--- config.mk ---
export PLATFORM = sky130hd
export DESIGN_NAME = scw_control_regs
export DESIGN_NICKNAME = d
export VERILOG_FILES = /design/src/scw_pkg.sv /design/src/scw_word_if.sv /design/src/scw_control_regs.sv /design/src/scw_ref_div.sv /design/src/scw_shifter.sv
export SDC_FILE = /design/constraint.sdc
export NUM_CORES = 1
export LEC_CHECK = 0
export ABC_AREA = 0
export BUFFER_PORTS_ARGS = -buffer_cell sky130_fd_sc_hd__buf_2
export CAP_MARGIN = 20
export CORE_ASPECT_RATIO = 0.7
export CORE_UTILIZATION = 44
export CTS_BUF_LIST = sky130_fd_sc_hd__clkbuf_4
export DETAILED_ROUTE_END_ITERATION = 10
export REMOVE_ABC_BUFFERS = 1
export SLEW_MARGIN = 10
export SYNTH_ARGS = -nofsm -noshare
export SYNTH_HDL_FRONTEND = slang
export SYNTH_SLANG_ARGS = --single-unit
export TNS_END_PERCENT = 5
--- constraint.sdc ---
create_clock -name clock -period 2.75 [get_ports clock]
set_clock_uncertainty 0.15 [all_clocks]
set_input_delay 0.55 -clock clock [delete_from_list [all_inputs] [get_ports clock]]
set_output_delay 0.55 -clock clock [all_outputs]
set_load 0.02 [all_outputs]
--- src/scw_pkg.sv ---
// Constants for the synthesizer control-word registers 0 to 4, 6, 12 and 13
package scw_pkg;
    localparam int WORD_W = 32;
    localparam int CODE_W = 4;
    localparam logic [3:0] CODE_R0 = 4'h0;
    localparam logic [3:0] CODE_R1 = 4'h1;
    localparam logic [3:0] CODE_R2 = 4'h2;
    localparam logic [3:0] CODE_R3 = 4'h3;
    localparam logic [3:0] CODE_R4 = 4'h4;
    localparam logic [3:0] CODE_R6 = 4'h6;
    localparam logic [3:0] CODE_R12 = 4'hc;
    localparam logic [3:0] CODE_R13 = 4'hd;
    localparam logic [5:0] BITS_PER_WORD = 6'h20;
    localparam logic [5:0] BIT_COUNT_MAX = 6'h21;
    // Field positions (low bit of each field) and widths
    localparam int MAIN_FRACTION_NUMERATOR_LO = 4;
    localparam int MAIN_FRACTION_NUMERATOR_W = 24;
    localparam int AUX_HALF_W = 14;
    localparam int AUX_HI_LO = 18;
    localparam int AUX_LO_LO = 4;
    localparam int SD_DIS_BIT = 30;
    localparam int RESYNC_BIT = 29;
    localparam int ADJUST_BIT = 28;
    localparam int PHASE_LO = 4;
    localparam int PHASE_W = 24;
    localparam int MUX_LO = 27;
    localparam int MUX_W = 3;
    localparam int DOUBLER_BIT = 26;
    localparam int HALVER_BIT = 25;
    localparam int RCNT_LO = 15;
    localparam int RCNT_W = 10;
    localparam int DBUF_BIT = 14;
    localparam int CP_LO = 10;
    localparam int CP_W = 4;
    localparam int POL_BIT = 7;
    localparam int PD_BIT = 6;
    localparam int TRI_BIT = 5;
    localparam int CRST_BIT = 4;
    localparam int DIVSEL_LO = 21;
    localparam int DIVSEL_W = 3;
    localparam int RESYNC_T_LO = 12;
    localparam int RESYNC_T_W = 20;
    // Values after reset
    localparam logic [9:0] RCNT_RESET = 10'h001;
    localparam logic [3:0] CP_RESET = 4'h0;
endpackage : scw_pkg

--- src/scw_word_if.sv ---
// Hand-off of a complete serial control word
`timescale 1ns/1ps
interface scw_word_if;
    logic [31:0] word;
    logic valid;
    modport src (output word, output valid);
    modport dst (input word, input valid);
endinterface : scw_word_if

--- src/scw_control_regs.sv ---
// Control-word registers 0 to 4, 6, 12 and 13 with the logic they steer
`timescale 1ns/1ps
// Notes on behaviour
// Low four bits of each word pick register 0, 1, 2, 3, 4, 6, 12 or 13.
// Host writes zeros into reserved bits of registers 1, 3 and 4.
// Register 1 bits 27:4 hold the 24-bit main fraction numerator.
// Aux fraction is register 13 upper part times 2^14 plus register 2.
// Aux modulus is register 13 bits 17:4 times 2^14 plus register 2.
// Host keeps aux fraction strictly below aux modulus.
// Register 0 write resets the modulator unless reset disable is set.
// Register 3 bit 29 enables resync after the register 12 delay.
// 24-bit phase value sets output offset as fraction of full turn.
// With adjust set, each register 0 write adds the phase value.
// Host avoids divider outputs on the test mux while writing register 0.
// Bit 26 doubles reference using both edges; else falling edge.
// Bit 25 inserts a divide-by-two toggle before the detector.
// 10-bit R counter divides the reference by 1 to 1023.
// Bit 14 buffers divider select until the next register 0 write.
// Bits 13:10 select charge pump current.
// Bit 7 sets detector polarity, one positive, zero negative.
// Power-down loads counters, resets lock detect, idles pump, outputs.
// Power-down keeps registers and still accepts new words.
// Bit 5 three-states the charge pump.
// Bit 4 holds R counter, N counter and band select in reset.
// Only complete 32-bit words update; unused codes change nothing.
module scw_control_regs (
    input wire logic clock,
    input wire logic rst,
    input wire logic ser_clk,
    input wire logic ser_data,
    input wire logic ser_le,
    input wire logic ref_in,
    output logic [23:0] main_fraction_numerator,
    output logic [27:0] aux_fraction,
    output logic [27:0] aux_modulus,
    output logic modulator_reset,
    output logic [23:0] phase_offset,
    output logic phase_resync_pulse,
    output logic [2:0] test_output_select,
    output logic [3:0] pump_current_code,
    output logic pump_three_state_out,
    output logic detector_polarity,
    output logic outputs_enable,
    output logic lock_detect_reset,
    output logic counter_hold,
    output logic [2:0] divider_select,
    output logic pfd_ref,
    output logic pfd_tick
);
    typedef struct packed {
        logic [23:0] main_fraction;
        logic [13:0] aux_fraction_low;
        logic [13:0] aux_modulus_low;
        logic [13:0] aux_fraction_high;
        logic [13:0] aux_modulus_high;
        logic modulator_reset_disable;
        logic phase_resync_enable;
        logic phase_adjust_enable;
        logic [23:0] phase_value;
        logic [2:0] test_select;
        logic reference_doubler_enable;
        logic reference_halver_enable;
        logic [9:0] r_count;
        logic divider_double_buffer_enable;
        logic [3:0] pump_current;
        logic polarity;
        logic soft_power_down;
        logic pump_three_state;
        logic counter_reset;
        logic [2:0] div_pending;
        logic [2:0] div_active;
        logic [19:0] resync_time;
        logic resync_armed;
        logic [19:0] resync_cnt;
        logic resync_pulse;
        logic [23:0] phase_acc;
        logic sd_reset;
    } scw_regs_s;

    localparam scw_regs_s REGS_RESET = '{
        r_count: scw_pkg::RCNT_RESET,
        pump_current: scw_pkg::CP_RESET,
        default: '0
    };

    scw_regs_s st_reg;
    scw_regs_s st_next;
    scw_word_if wbus ();
    logic [3:0] code;
    logic [31:0] w;
    logic wr;

    scw_shifter u_shifter (
        .clock(clock),
        .rst(rst),
        .ser_clk(ser_clk),
        .ser_data(ser_data),
        .ser_le(ser_le),
        .wbus(wbus)
    );

    assign w = wbus.word;
    assign wr = wbus.valid;
    assign code = wbus.word[scw_pkg::CODE_W-1:0];

    always_comb begin
        st_next = st_reg;
        st_next.sd_reset = 1'b0;
        st_next.resync_pulse = 1'b0;
        if (st_reg.resync_armed && pfd_tick) begin
            // Resync after delay
            if (st_reg.resync_cnt >= st_reg.resync_time) begin
                st_next.resync_armed = 1'b0;
                st_next.resync_pulse = 1'b1;
                st_next.phase_acc = st_reg.phase_value;
            end else begin
                st_next.resync_cnt = st_reg.resync_cnt + 20'h00001;
            end
        end
        // Loads continue in power-down
        if (wr) begin
            // Route by select code
            case (code)
                scw_pkg::CODE_R1: begin
                    // Main fraction
                    st_next.main_fraction =
                        w[scw_pkg::MAIN_FRACTION_NUMERATOR_LO +: scw_pkg::MAIN_FRACTION_NUMERATOR_W];
                end
                scw_pkg::CODE_R2: begin
                    st_next.aux_fraction_low =
                        w[scw_pkg::AUX_HI_LO +: scw_pkg::AUX_HALF_W];
                    st_next.aux_modulus_low =
                        w[scw_pkg::AUX_LO_LO +: scw_pkg::AUX_HALF_W];
                end
                scw_pkg::CODE_R3: begin
                    st_next.modulator_reset_disable = w[scw_pkg::SD_DIS_BIT];
                    st_next.phase_resync_enable = w[scw_pkg::RESYNC_BIT];
                    st_next.phase_adjust_enable = w[scw_pkg::ADJUST_BIT];
                    st_next.phase_value =
                        w[scw_pkg::PHASE_LO +: scw_pkg::PHASE_W];
                end
                scw_pkg::CODE_R4: begin
                    st_next.test_select = w[scw_pkg::MUX_LO +: scw_pkg::MUX_W];
                    st_next.reference_doubler_enable =
                        w[scw_pkg::DOUBLER_BIT];
                    st_next.reference_halver_enable = w[scw_pkg::HALVER_BIT];
                    st_next.r_count = w[scw_pkg::RCNT_LO +: scw_pkg::RCNT_W];
                    st_next.divider_double_buffer_enable =
                        w[scw_pkg::DBUF_BIT];
                    // Pump current code
                    st_next.pump_current = w[scw_pkg::CP_LO +: scw_pkg::CP_W];
                    st_next.polarity = w[scw_pkg::POL_BIT];
                    st_next.soft_power_down = w[scw_pkg::PD_BIT];
                    st_next.pump_three_state = w[scw_pkg::TRI_BIT];
                    st_next.counter_reset = w[scw_pkg::CRST_BIT];
                end
                scw_pkg::CODE_R6: begin
                    st_next.div_pending =
                        w[scw_pkg::DIVSEL_LO +: scw_pkg::DIVSEL_W];
                    // Unbuffered takes effect now
                    if (!st_reg.divider_double_buffer_enable) begin
                        st_next.div_active =
                            w[scw_pkg::DIVSEL_LO +: scw_pkg::DIVSEL_W];
                    end
                end
                scw_pkg::CODE_R12: begin
                    st_next.resync_time =
                        w[scw_pkg::RESYNC_T_LO +: scw_pkg::RESYNC_T_W];
                end
                scw_pkg::CODE_R13: begin
                    st_next.aux_fraction_high =
                        w[scw_pkg::AUX_HI_LO +: scw_pkg::AUX_HALF_W];
                    st_next.aux_modulus_high =
                        w[scw_pkg::AUX_LO_LO +: scw_pkg::AUX_HALF_W];
                end
                scw_pkg::CODE_R0: begin
                    // Modulator reset on load
                    st_next.sd_reset = ~st_reg.modulator_reset_disable;
                    // Buffered select transfers
                    st_next.div_active = st_reg.div_pending;
                    // Phase advance per load
                    if (st_reg.phase_adjust_enable) begin
                        st_next.phase_acc =
                            st_reg.phase_acc + st_reg.phase_value;
                    end else begin
                        // Offset from phase value
                        st_next.phase_acc = st_reg.phase_value;
                    end
                    // Arm resync timer
                    if (st_reg.phase_resync_enable) begin
                        st_next.resync_armed = 1'b1;
                        st_next.resync_cnt = 20'h00000;
                    end
                end
                default: begin
                    st_next = st_next;
                end
            endcase
        end
    end

    always_ff @(posedge clock) begin
        if (rst) begin
            st_reg <= REGS_RESET;
        end else begin
            st_reg <= st_next;
        end
    end

    scw_ref_div #(
        .R_W(scw_pkg::RCNT_W)
    ) u_ref_div (
        .clock(clock),
        .rst(rst),
        .ref_in(ref_in),
        .doubler_en(st_reg.reference_doubler_enable),
        .halver_en(st_reg.reference_halver_enable),
        .r_value(st_reg.r_count),
        .hold(counter_hold),
        .pfd_tick(pfd_tick),
        .pfd_ref(pfd_ref)
    );

    assign main_fraction_numerator = st_reg.main_fraction;
    // Aux fraction combine
    assign aux_fraction = {st_reg.aux_fraction_high, st_reg.aux_fraction_low};
    // Aux modulus combine
    assign aux_modulus = {st_reg.aux_modulus_high, st_reg.aux_modulus_low};
    assign modulator_reset = st_reg.sd_reset;
    assign phase_offset = st_reg.phase_acc;
    assign phase_resync_pulse = st_reg.resync_pulse;
    assign test_output_select = st_reg.test_select;
    assign pump_current_code = st_reg.pump_current;
    // Pump three-state
    assign pump_three_state_out = st_reg.pump_three_state |
        st_reg.soft_power_down;
    // Detector polarity
    assign detector_polarity = st_reg.polarity;
    // Power-down effects
    assign outputs_enable = ~st_reg.soft_power_down;
    assign lock_detect_reset = st_reg.soft_power_down;
    // Counter and band reset
    assign counter_hold = st_reg.counter_reset | st_reg.soft_power_down;
    assign divider_select = st_reg.div_active;

    // Register 1 route
    route_r1_a: assert property (@(posedge clock) disable iff (rst)
        wr && code == scw_pkg::CODE_R1 |=>
        main_fraction_numerator == $past(w[27:4]))
        else $error("register 1 not loaded");

    // Unused code keeps state
    unused_code_a: assert property (@(posedge clock) disable iff (rst)
        wr && code > scw_pkg::CODE_R4 && code != scw_pkg::CODE_R6 |=>
        $stable(main_fraction_numerator) && $stable(pump_current_code) &&
        $stable(aux_fraction[13:0]))
        else $error("unused code changed a register");

    // Modulator reset pulse
    sd_reset_a: assert property (@(posedge clock) disable iff (rst)
        wr && code == scw_pkg::CODE_R0 |=>
        modulator_reset == !$past(st_reg.modulator_reset_disable) ##1
        !modulator_reset)
        else $error("modulator reset wrong on load");

    // Phase advance
    phase_adv_a: assert property (@(posedge clock) disable iff (rst)
        wr && code == scw_pkg::CODE_R0 && st_reg.phase_adjust_enable &&
        !(st_reg.resync_armed && pfd_tick) |=>
        phase_offset == $past(st_reg.phase_acc) + $past(st_reg.phase_value))
        else $error("phase did not advance");

    // Buffered divider hold
    dbuf_hold_a: assert property (@(posedge clock) disable iff (rst)
        wr && code == scw_pkg::CODE_R6 &&
        st_reg.divider_double_buffer_enable |=> $stable(divider_select))
        else $error("buffered divider select changed early");

    // Power-down outputs
    pd_outputs_a: assert property (@(posedge clock) disable iff (rst)
        st_reg.soft_power_down |-> !outputs_enable && lock_detect_reset &&
        pump_three_state_out && counter_hold)
        else $error("power-down effects missing");

    // Loads in power-down
    pd_load_a: assert property (@(posedge clock) disable iff (rst)
        st_reg.soft_power_down && wr && code == scw_pkg::CODE_R4 |=>
        pump_current_code == $past(w[13:10]) ##1 $stable(pump_current_code))
        else $error("word lost during power-down");

    // Aux fraction value
    aux_frac_a: assert property (@(posedge clock) disable iff (rst)
        wr && code == scw_pkg::CODE_R2 |=> aux_fraction[13:0] ==
        $past(w[31:18]) && aux_modulus[13:0] == $past(w[17:4]))
        else $error("aux low parts wrong");
endmodule : scw_control_regs

--- src/scw_ref_div.sv ---
// Reference doubler, R counter and divide-by-two path
`timescale 1ns/1ps
module scw_ref_div #(
    parameter int R_W = 10
) (
    input wire logic clock,
    input wire logic rst,
    input wire logic ref_in,
    input wire logic doubler_en,
    input wire logic halver_en,
    input wire logic [R_W-1:0] r_value,
    input wire logic hold,
    output logic pfd_tick,
    output logic pfd_ref
);
    typedef struct packed {
        logic ref_prev;
        logic [R_W-1:0] cnt;
        logic half;
        logic tick;
        logic out;
    } scw_rdiv_s;

    scw_rdiv_s st_reg;
    scw_rdiv_s st_next;
    logic edge_act;
    logic [R_W-1:0] last;

    always_comb begin
        st_next = st_reg;
        st_next.ref_prev = ref_in;
        st_next.tick = 1'b0;
        // Active reference edges
        edge_act = doubler_en ? (ref_in ^ st_reg.ref_prev)
                              : (st_reg.ref_prev & ~ref_in);
        // Ratio 1 to 1023
        last = (r_value == '0) ? '0 : r_value - 1'b1;
        if (hold) begin
            st_next.cnt = '0;
            st_next.half = 1'b0;
            st_next.out = 1'b0;
        end else if (edge_act) begin
            if (st_reg.cnt >= last) begin
                st_next.cnt = '0;
                // Toggle divide-by-two
                st_next.half = halver_en ? ~st_reg.half : st_reg.half;
                st_next.tick = ~halver_en | ~st_reg.half;
                st_next.out = halver_en ? ~st_reg.half : 1'b1;
            end else begin
                st_next.cnt = st_reg.cnt + 1'b1;
                st_next.out = halver_en ? st_reg.half : 1'b0;
            end
        end
    end

    always_ff @(posedge clock) begin
        if (rst) begin
            st_reg <= '0;
        end else begin
            st_reg <= st_next;
        end
    end

    assign pfd_tick = st_reg.tick;
    assign pfd_ref = st_reg.out;

    // Counter held in reset
    hold_clear_a: assert property (@(posedge clock) disable iff (rst)
        hold |=> st_reg.cnt == '0 && !st_reg.tick)
        else $error("R counter ran while held");
endmodule : scw_ref_div

--- src/scw_shifter.sv ---
// Serial control port shifter producing 32-bit words
`timescale 1ns/1ps
module scw_shifter (
    input wire logic clock,
    input wire logic rst,
    input wire logic ser_clk,
    input wire logic ser_data,
    input wire logic ser_le,
    scw_word_if.src wbus
);
    typedef struct packed {
        logic clk_prev;
        logic le_prev;
        logic [31:0] shift;
        logic [5:0] count;
        logic [31:0] word;
        logic valid;
    } scw_shift_s;

    scw_shift_s st_reg;
    scw_shift_s st_next;

    always_comb begin
        st_next = st_reg;
        st_next.clk_prev = ser_clk;
        st_next.le_prev = ser_le;
        st_next.valid = 1'b0;
        if (ser_clk && !st_reg.clk_prev) begin
            st_next.shift = {st_reg.shift[30:0], ser_data};
            if (st_reg.count != scw_pkg::BIT_COUNT_MAX) begin
                st_next.count = st_reg.count + 6'h01;
            end
        end
        if (ser_le && !st_reg.le_prev) begin
            // Whole words only
            if (st_reg.count == scw_pkg::BITS_PER_WORD) begin
                st_next.word = st_reg.shift;
                st_next.valid = 1'b1;
            end
            st_next.count = 6'h00;
        end
    end

    always_ff @(posedge clock) begin
        if (rst) begin
            st_reg <= '0;
        end else begin
            st_reg <= st_next;
        end
    end

    assign wbus.word = st_reg.word;
    assign wbus.valid = st_reg.valid;

    // Word length check
    word_len_a: assert property (@(posedge clock) disable iff (rst)
        st_reg.valid |-> $past(st_reg.count) == scw_pkg::BITS_PER_WORD)
        else $error("word accepted without 32 bits");
endmodule : scw_shifter

# Word-level counts from Yosys, hierarchy flattened

Index checks and enable logic that the tools add are counted.

Input bits: 6
Bits in registers: 291
Word-level logic and storage cells: 112
Output and inout bits: 123

Add/sub/neg operators: 5
Multiplexer cells: 18
Equal/unequal tests: 10
Bitwise gates (word level): 15
$lt $le $gt $ge: 2
Reduce and logical (&&, ||, !) cells: 24

Operator list:

| kind                                                                  | count |
|---|---|
| 25-bit two-way mux                                                    | 2 |
| 47-bit two-way mux                                                    | 1 |
| 46-bit two-way mux                                                    | 1 |
| 21-bit two-way mux                                                    | 2 |
| 24-bit adder                                                          | 1 |
| 24-bit two-way mux                                                    | 1 |
| 20-bit by 1-bit adder with 20-bit output (second input constant)      | 1 |
| 20-bit greater-or-equal comparator                                    | 1 |
| 10-bit two-way mux                                                    | 2 |
| 20-bit two-way mux                                                    | 1 |
| 2-bit AND reduction                                                   | 9 |
| 10-bit by 1-bit adder with 10-bit output (second input constant)      | 1 |
| 10-bit greater-or-equal comparator                                    | 1 |
| 10-bit zero test                                                      | 1 |
| 1-bit inverter                                                        | 10 |
| 10-bit by 1-bit subtractor with 10-bit output (second input constant) | 1 |
| 4-bit by 2-bit == test with 1-bit output (second input constant)      | 2 |
| 4-bit by 3-bit == test with 1-bit output (second input constant)      | 2 |
| 4-bit == test (second input constant)                                 | 2 |
| 6-bit by 1-bit adder with 6-bit output (second input constant)        | 1 |
| 6-bit == test (second input constant)                                 | 1 |
| 1-bit two-way mux                                                     | 6 |
| 6-bit inequality test (second input constant)                         | 1 |
| 3-bit one-hot mux with 2 select lines                                 | 1 |
| 14 further kinds                                                      | 22 |

# Longest topological paths before layout

Word-level depth: 6
Gate-level depth with buffers: 15
Mapped depth without buffers: 14

# Hierarchy

From an unflattened synthesis, not the netlist that was laid out.

Cells, all modules: 1,788
Area total of the unflattened synthesis: 14,251.2 um^2

By module, submodules not included:

| module           | cells an instance | times used | area an instance (um^2) |
|---|---|---|---|
| scw_control_regs | 1,285             | 1          | 10,107.2 |
| scw_shifter      | 366               | 1          | 3,047.9 |
| scw_ref_div      | 137               | 1          | 1,096.1 |

# Worst setup path before layout

No wires, ideal clock.

Path type: register to register
Start: register st_reg[84] (netlist name)
End: register u_ref_div.st_reg[3] (netlist name)
Path slack: -0.229 ns
Library setup time: 0.065 ns
Arrival time: 2.765 ns
Cell stages (with the launch flop): 13
Required time: 2.535 ns
Path through: dfxtp_1 -> nor3_1 -> nand2_1 -> or4_1 -> nor3_1 -> a21oi_1 -> ha_1 -> or3_1 -> a2111o_1 -> nand3_1 -> nand2b_1 -> clkbuf_1 -> nor2_1

Cells in the longest elaborated chain, start to end: 4
Elaborated cells on any way between the ends: 5
Classes of those cells: 1 x add/sub; 1 x order compare; 2 x mux; 1 x reduce/logical

RTL lines:

| item                                                                                     | RTL line                | RTL |
|---|---|---|
| start, declared                                                                          | scw_control_regs.sv:86  | `scw_regs_s st_reg;` |
| start signal, assigned                                                                   | scw_control_regs.sv:206 | `st_reg <= st_next;` |
| 10-bit by 1-bit subtractor with 10-bit output / 10-bit zero test (equally long branches) | scw_ref_div.sv:37       | `last = (r_value == '0) ? '0 : r_value - 1'b1;` |
| 10-bit two-way mux *                                                                     | scw_ref_div.sv:37       |  |
| 10-bit greater-or-equal comparator *                                                     | scw_ref_div.sv:43       | `if (st_reg.cnt >= last) begin` |
| 10-bit two-way mux *                                                                     | scw_ref_div.sv:43       |  |
| end signal, assigned                                                                     | scw_ref_div.sv:60       | `st_reg <= st_next;` |
| end, declared                                                                            | scw_ref_div.sv:24       | `scw_rdiv_s st_reg;` |

Mark *: on every way between the ends. The rest lies on a longest branch, timed or not.
A chain may end at the register's enable or synchronous reset.

# Worst setup path after layout

Start: register st_reg[85] (netlist name)
End: register u_ref_div.st_reg[2] (netlist name)

Cells in the longest elaborated chain, start to end: 4
Elaborated cells on any way between the ends: 5
Classes of those cells: 1 x add/sub; 1 x order compare; 1 x mux; 2 x reduce/logical

RTL lines:

| item                                                                                     | RTL line |
|---|---|
| 10-bit by 1-bit subtractor with 10-bit output / 10-bit zero test (equally long branches) | scw_ref_div.sv:37 |
| 10-bit two-way mux *                                                                     | scw_ref_div.sv:37 |
| 10-bit greater-or-equal comparator *                                                     | scw_ref_div.sv:43 |
| 3-bit AND reduction (no line) *                                                          | - |

Marks and branches as above.

==> impl_metrics.yaml <==
logic_synthesis:
  synthTopCellsByArea: "dfxtp_1, nand2_1, a21oi_1, buf_4, ha_1"
  ys_ff_latch: 291
  synth_seq_area_share: 0.4294
  async_reset_ff_frac: 0
  synthFlopType: "dfxtp_1"
  synth_top_area_cell: "dfxtp_1"
  synth.cell_area_um2: 13570
  syn_inst: 1722
  avgSynthCellArea_um2: 7.879
  synth_cell_types: 62
  yosys_warnings: 0
  synth-edff-count: 0
  synth_most_common_cell: "nand2_1"
  ys_top_cells_by_count: "nand2_1, dfxtp_1, a21oi_1"
  synth_top_area_frac: 0.4294
global_routing:
  grt_max_degree: 73
  grt_pass1_vias: 10962
  antenna_found_initial: 1
  track_usage: 0.2374
  overflow: 0
  grt_pass1_wl_mm: 58.10
power:
  p_seq_frac: 0.527
  combPwrFrac: 0.019
  p_leak_nw: 6.202
  p_int_w: 0.006137
  ir_drop_mv: 0.2860
  switching_power_w: 0.001881
  p_total_w: 0.008018
  switching_share: 0.2346
  power-per-cell-area_nw_per_um2: 522.8
  pwr-share-clk: 0.454
critical_path:
  cp.arrival_ns: 3.35
  startpoint: "st_reg[85]$_SDFFE_PP0P_"
  critPathRequiredTime_ns: 3.24
  endpoint: "u_ref_div.st_reg[2]$_SDFFE_PP0P_"
  r2r_end: "u_ref_div.st_reg[2]$_SDFFE_PP0P_"
  rr_worst_depth: 12
  r2r-start: "st_reg[85]$_SDFFE_PP0P_"
  r2r_slack_ns: -0.11
  critical_path_class: "reg2reg"
  cp_max_fo: 3
  critPathCaptureType: "register"
  start_kind: "register"
detailed_routing:
  wl_per_cell_um: 16.38
  first_pass_iters: 5
  ant_nets: 0
  totalWireLength_mm: 37.03
  drc: 0
  avgViaCountPerCell: 5.119
  first_iter_violations: 867
  via_count: 11573
sta:
  final-setup-viol-count: 13
  worst_slack_ns: -0.1110
  fin_hold_ws_ns: 0.06797
  min_period_over_period: 1.040
  slew_headroom: 0.4510
  slew_violations: 0
  period_needed_ns: 2.861
  max_freq_mhz: 349.5
  hold_viol_final: 0
  tightest_slew_ns: 0.8235
  rsz0062_at_grt: "true"
clock_tree:
  clk_pin_slew_worst_paths_ns: 0.07
  htree_levels: 3
  cts_setup_buffers: 0
  cts_buffer_depth: 3
  cts.sinks: 291
  cts-root-buf: "clkbuf_4"
  cts_tree: "yes"
  cts_buffers: 74
  clk_latency_ns: 0.75
layout:
  post-route-cell-area_um2: 15340
  drive_gt1_frac: 0.2063
  areaGrowthSynthToFinish_pct: 13.04
  stdcell_count: 2261
  largest_reg_flops: 86
  fillCellCount: 3013
  final_nets: 1872
floorplanning:
  core_um2: 30170
  die-area_um2: 31550
  die_w_um: 211.9
  rows: 53
  ioPinCount: 129
  die_h_um: 148.9
  start_util: 0.4497
placement:
  dp_cells: 2136
  port-buffer-count: 128
  pre_cts_ws_ns: -0.2600
  placed_cell_area_um2: 14230
  dp_hpwl_mm: 24.63
  place.gp.congestion: 0.8401
outcome:
  violations: "negative setup slack"
  status: "finished with violations"
job:
  cap_violations: 0
worst_hold_path:
  holdPathStages: 2
  hold_path.startpoint: "rst"
  hp-class: "in2reg"
==> cell usage in the layout, fill, tap and decap left out, drive strengths merged, types with 14 or more instances in the layout <==
| cell type | instances |
|---|---|
| nor2b | 14 |
| dfxtp | 291 |
| xnor2 | 19 |
| or3 | 14 |
| a21oi | 273 |
| xor2 | 32 |
| buf | 208 |
| o21ai | 29 |
| clkbuf | 101 |
| nor2 | 72 |
| ha | 61 |
| inv | 39 |
| a211oi | 19 |
| nand2 | 502 |
| mux2i | 16 |
==> stage by stage <==
step | setup TNS [ns] | util
6_report | -0.4820 | 0.5083
5_1_grt | -2.453 | 0.5082
4_1_cts | -1.078 | 0.5043
3_5_place_dp | -3.162 | 0.4715
3_3_place_gp | -2.893 | 0.4715
2_1_floorplan | -2.027 | -
==> logic make-up after synthesis <==
logic type / after synthesis / share of synthesized area
xor+xnor: 51 / 0.03292
flops: 291 / 0.4294
fa+ha+maj: 62 / 0.05773
simple gates: 682 / 0.2102
compound gates: 376 / 0.1570
buf+inv: 243 / 0.1002
mux: 17 / 0.01263
==> timing repair <==
action | CTS | global route
hold endpoints to repair | 4 | 0
hold buffers | 4 | 0
pin swaps | 16 | 19
gates resized for setup | 22 | 33
setup endpoints to repair | 24 | 46
==> critical path: stages (launching register included) <==
cell	delay, ns
dfxtp_1	0.32
nor3_2	0.18
nand2_1	0.10
or4_4	0.44
nor3_2	0.13
a21oi_1	0.07
ha_2	0.18
or3_4	0.36
a2111o_1	0.44
nand3_2	0.12
buf_6	0.11
or3_1	0.09
a21oi_1	0.05
==> layout make-up <==
class / count / area (µm²) / area share
clock inverter: 18 / 128.9 / 0.008403
clock buffer: 101 / 758.2 / 0.04944
sequential: 291 / 5833 / 0.3803
multi-input combinational: 1188 / 6563 / 0.4279
inverter: 37 / 138.9 / 0.009055
antenna: 2 / 5.005 / 0.0003263
timing repair buffer: 212 / 1395 / 0.09096
tap: 412 / 515.5 / 0.03361
==> worst min-delay path by stage <==
stage	end	slack (ns)
after floorplan	modulator_reset$_SDFF_PP0_	0.25
after global placement	st_reg[74]$_SDFFE_PP0P_	0.29
after detailed placement	main_fraction_numerator[21]$_SDFFE_PP0P_	0.29
after CTS	st_reg[99]$_SDFFE_PP0P_	0.01
after global routing	st_reg[100]$_SDFFE_PP0P_	0.02
final	st_reg[100]$_SDFFE_PP0P_	0.07
==> per-layer routing <==
layer	wire [µm]	global-route usage	share of wire	up-vias
met1	18000	0.3268	0.49	5413
met5	0	0	0	-
met3	2279	0.06274	0.062	59
met2	16010	0.3586	0.43	284
li1	-	-	-	5817
met4	733	0.08080	0.020	0
==> power groups by stage <==
stage | sequential (W) | clock [W] | combinational (W)
after floorplan | 0.00432 | 0 | 0.0000424
after global placement | 0.00432 | 0 | 0.000145
after detailed placement | 0.00432 | 0 | 0.000145
after CTS | 0.00423 | 0.00374 | 0.000151
after global routing | 0.00422 | 0.00399 | 0.000167
final | 0.00423 | 0.00364 | 0.000154
Note: power is estimated with default switching activity, not from simulation.
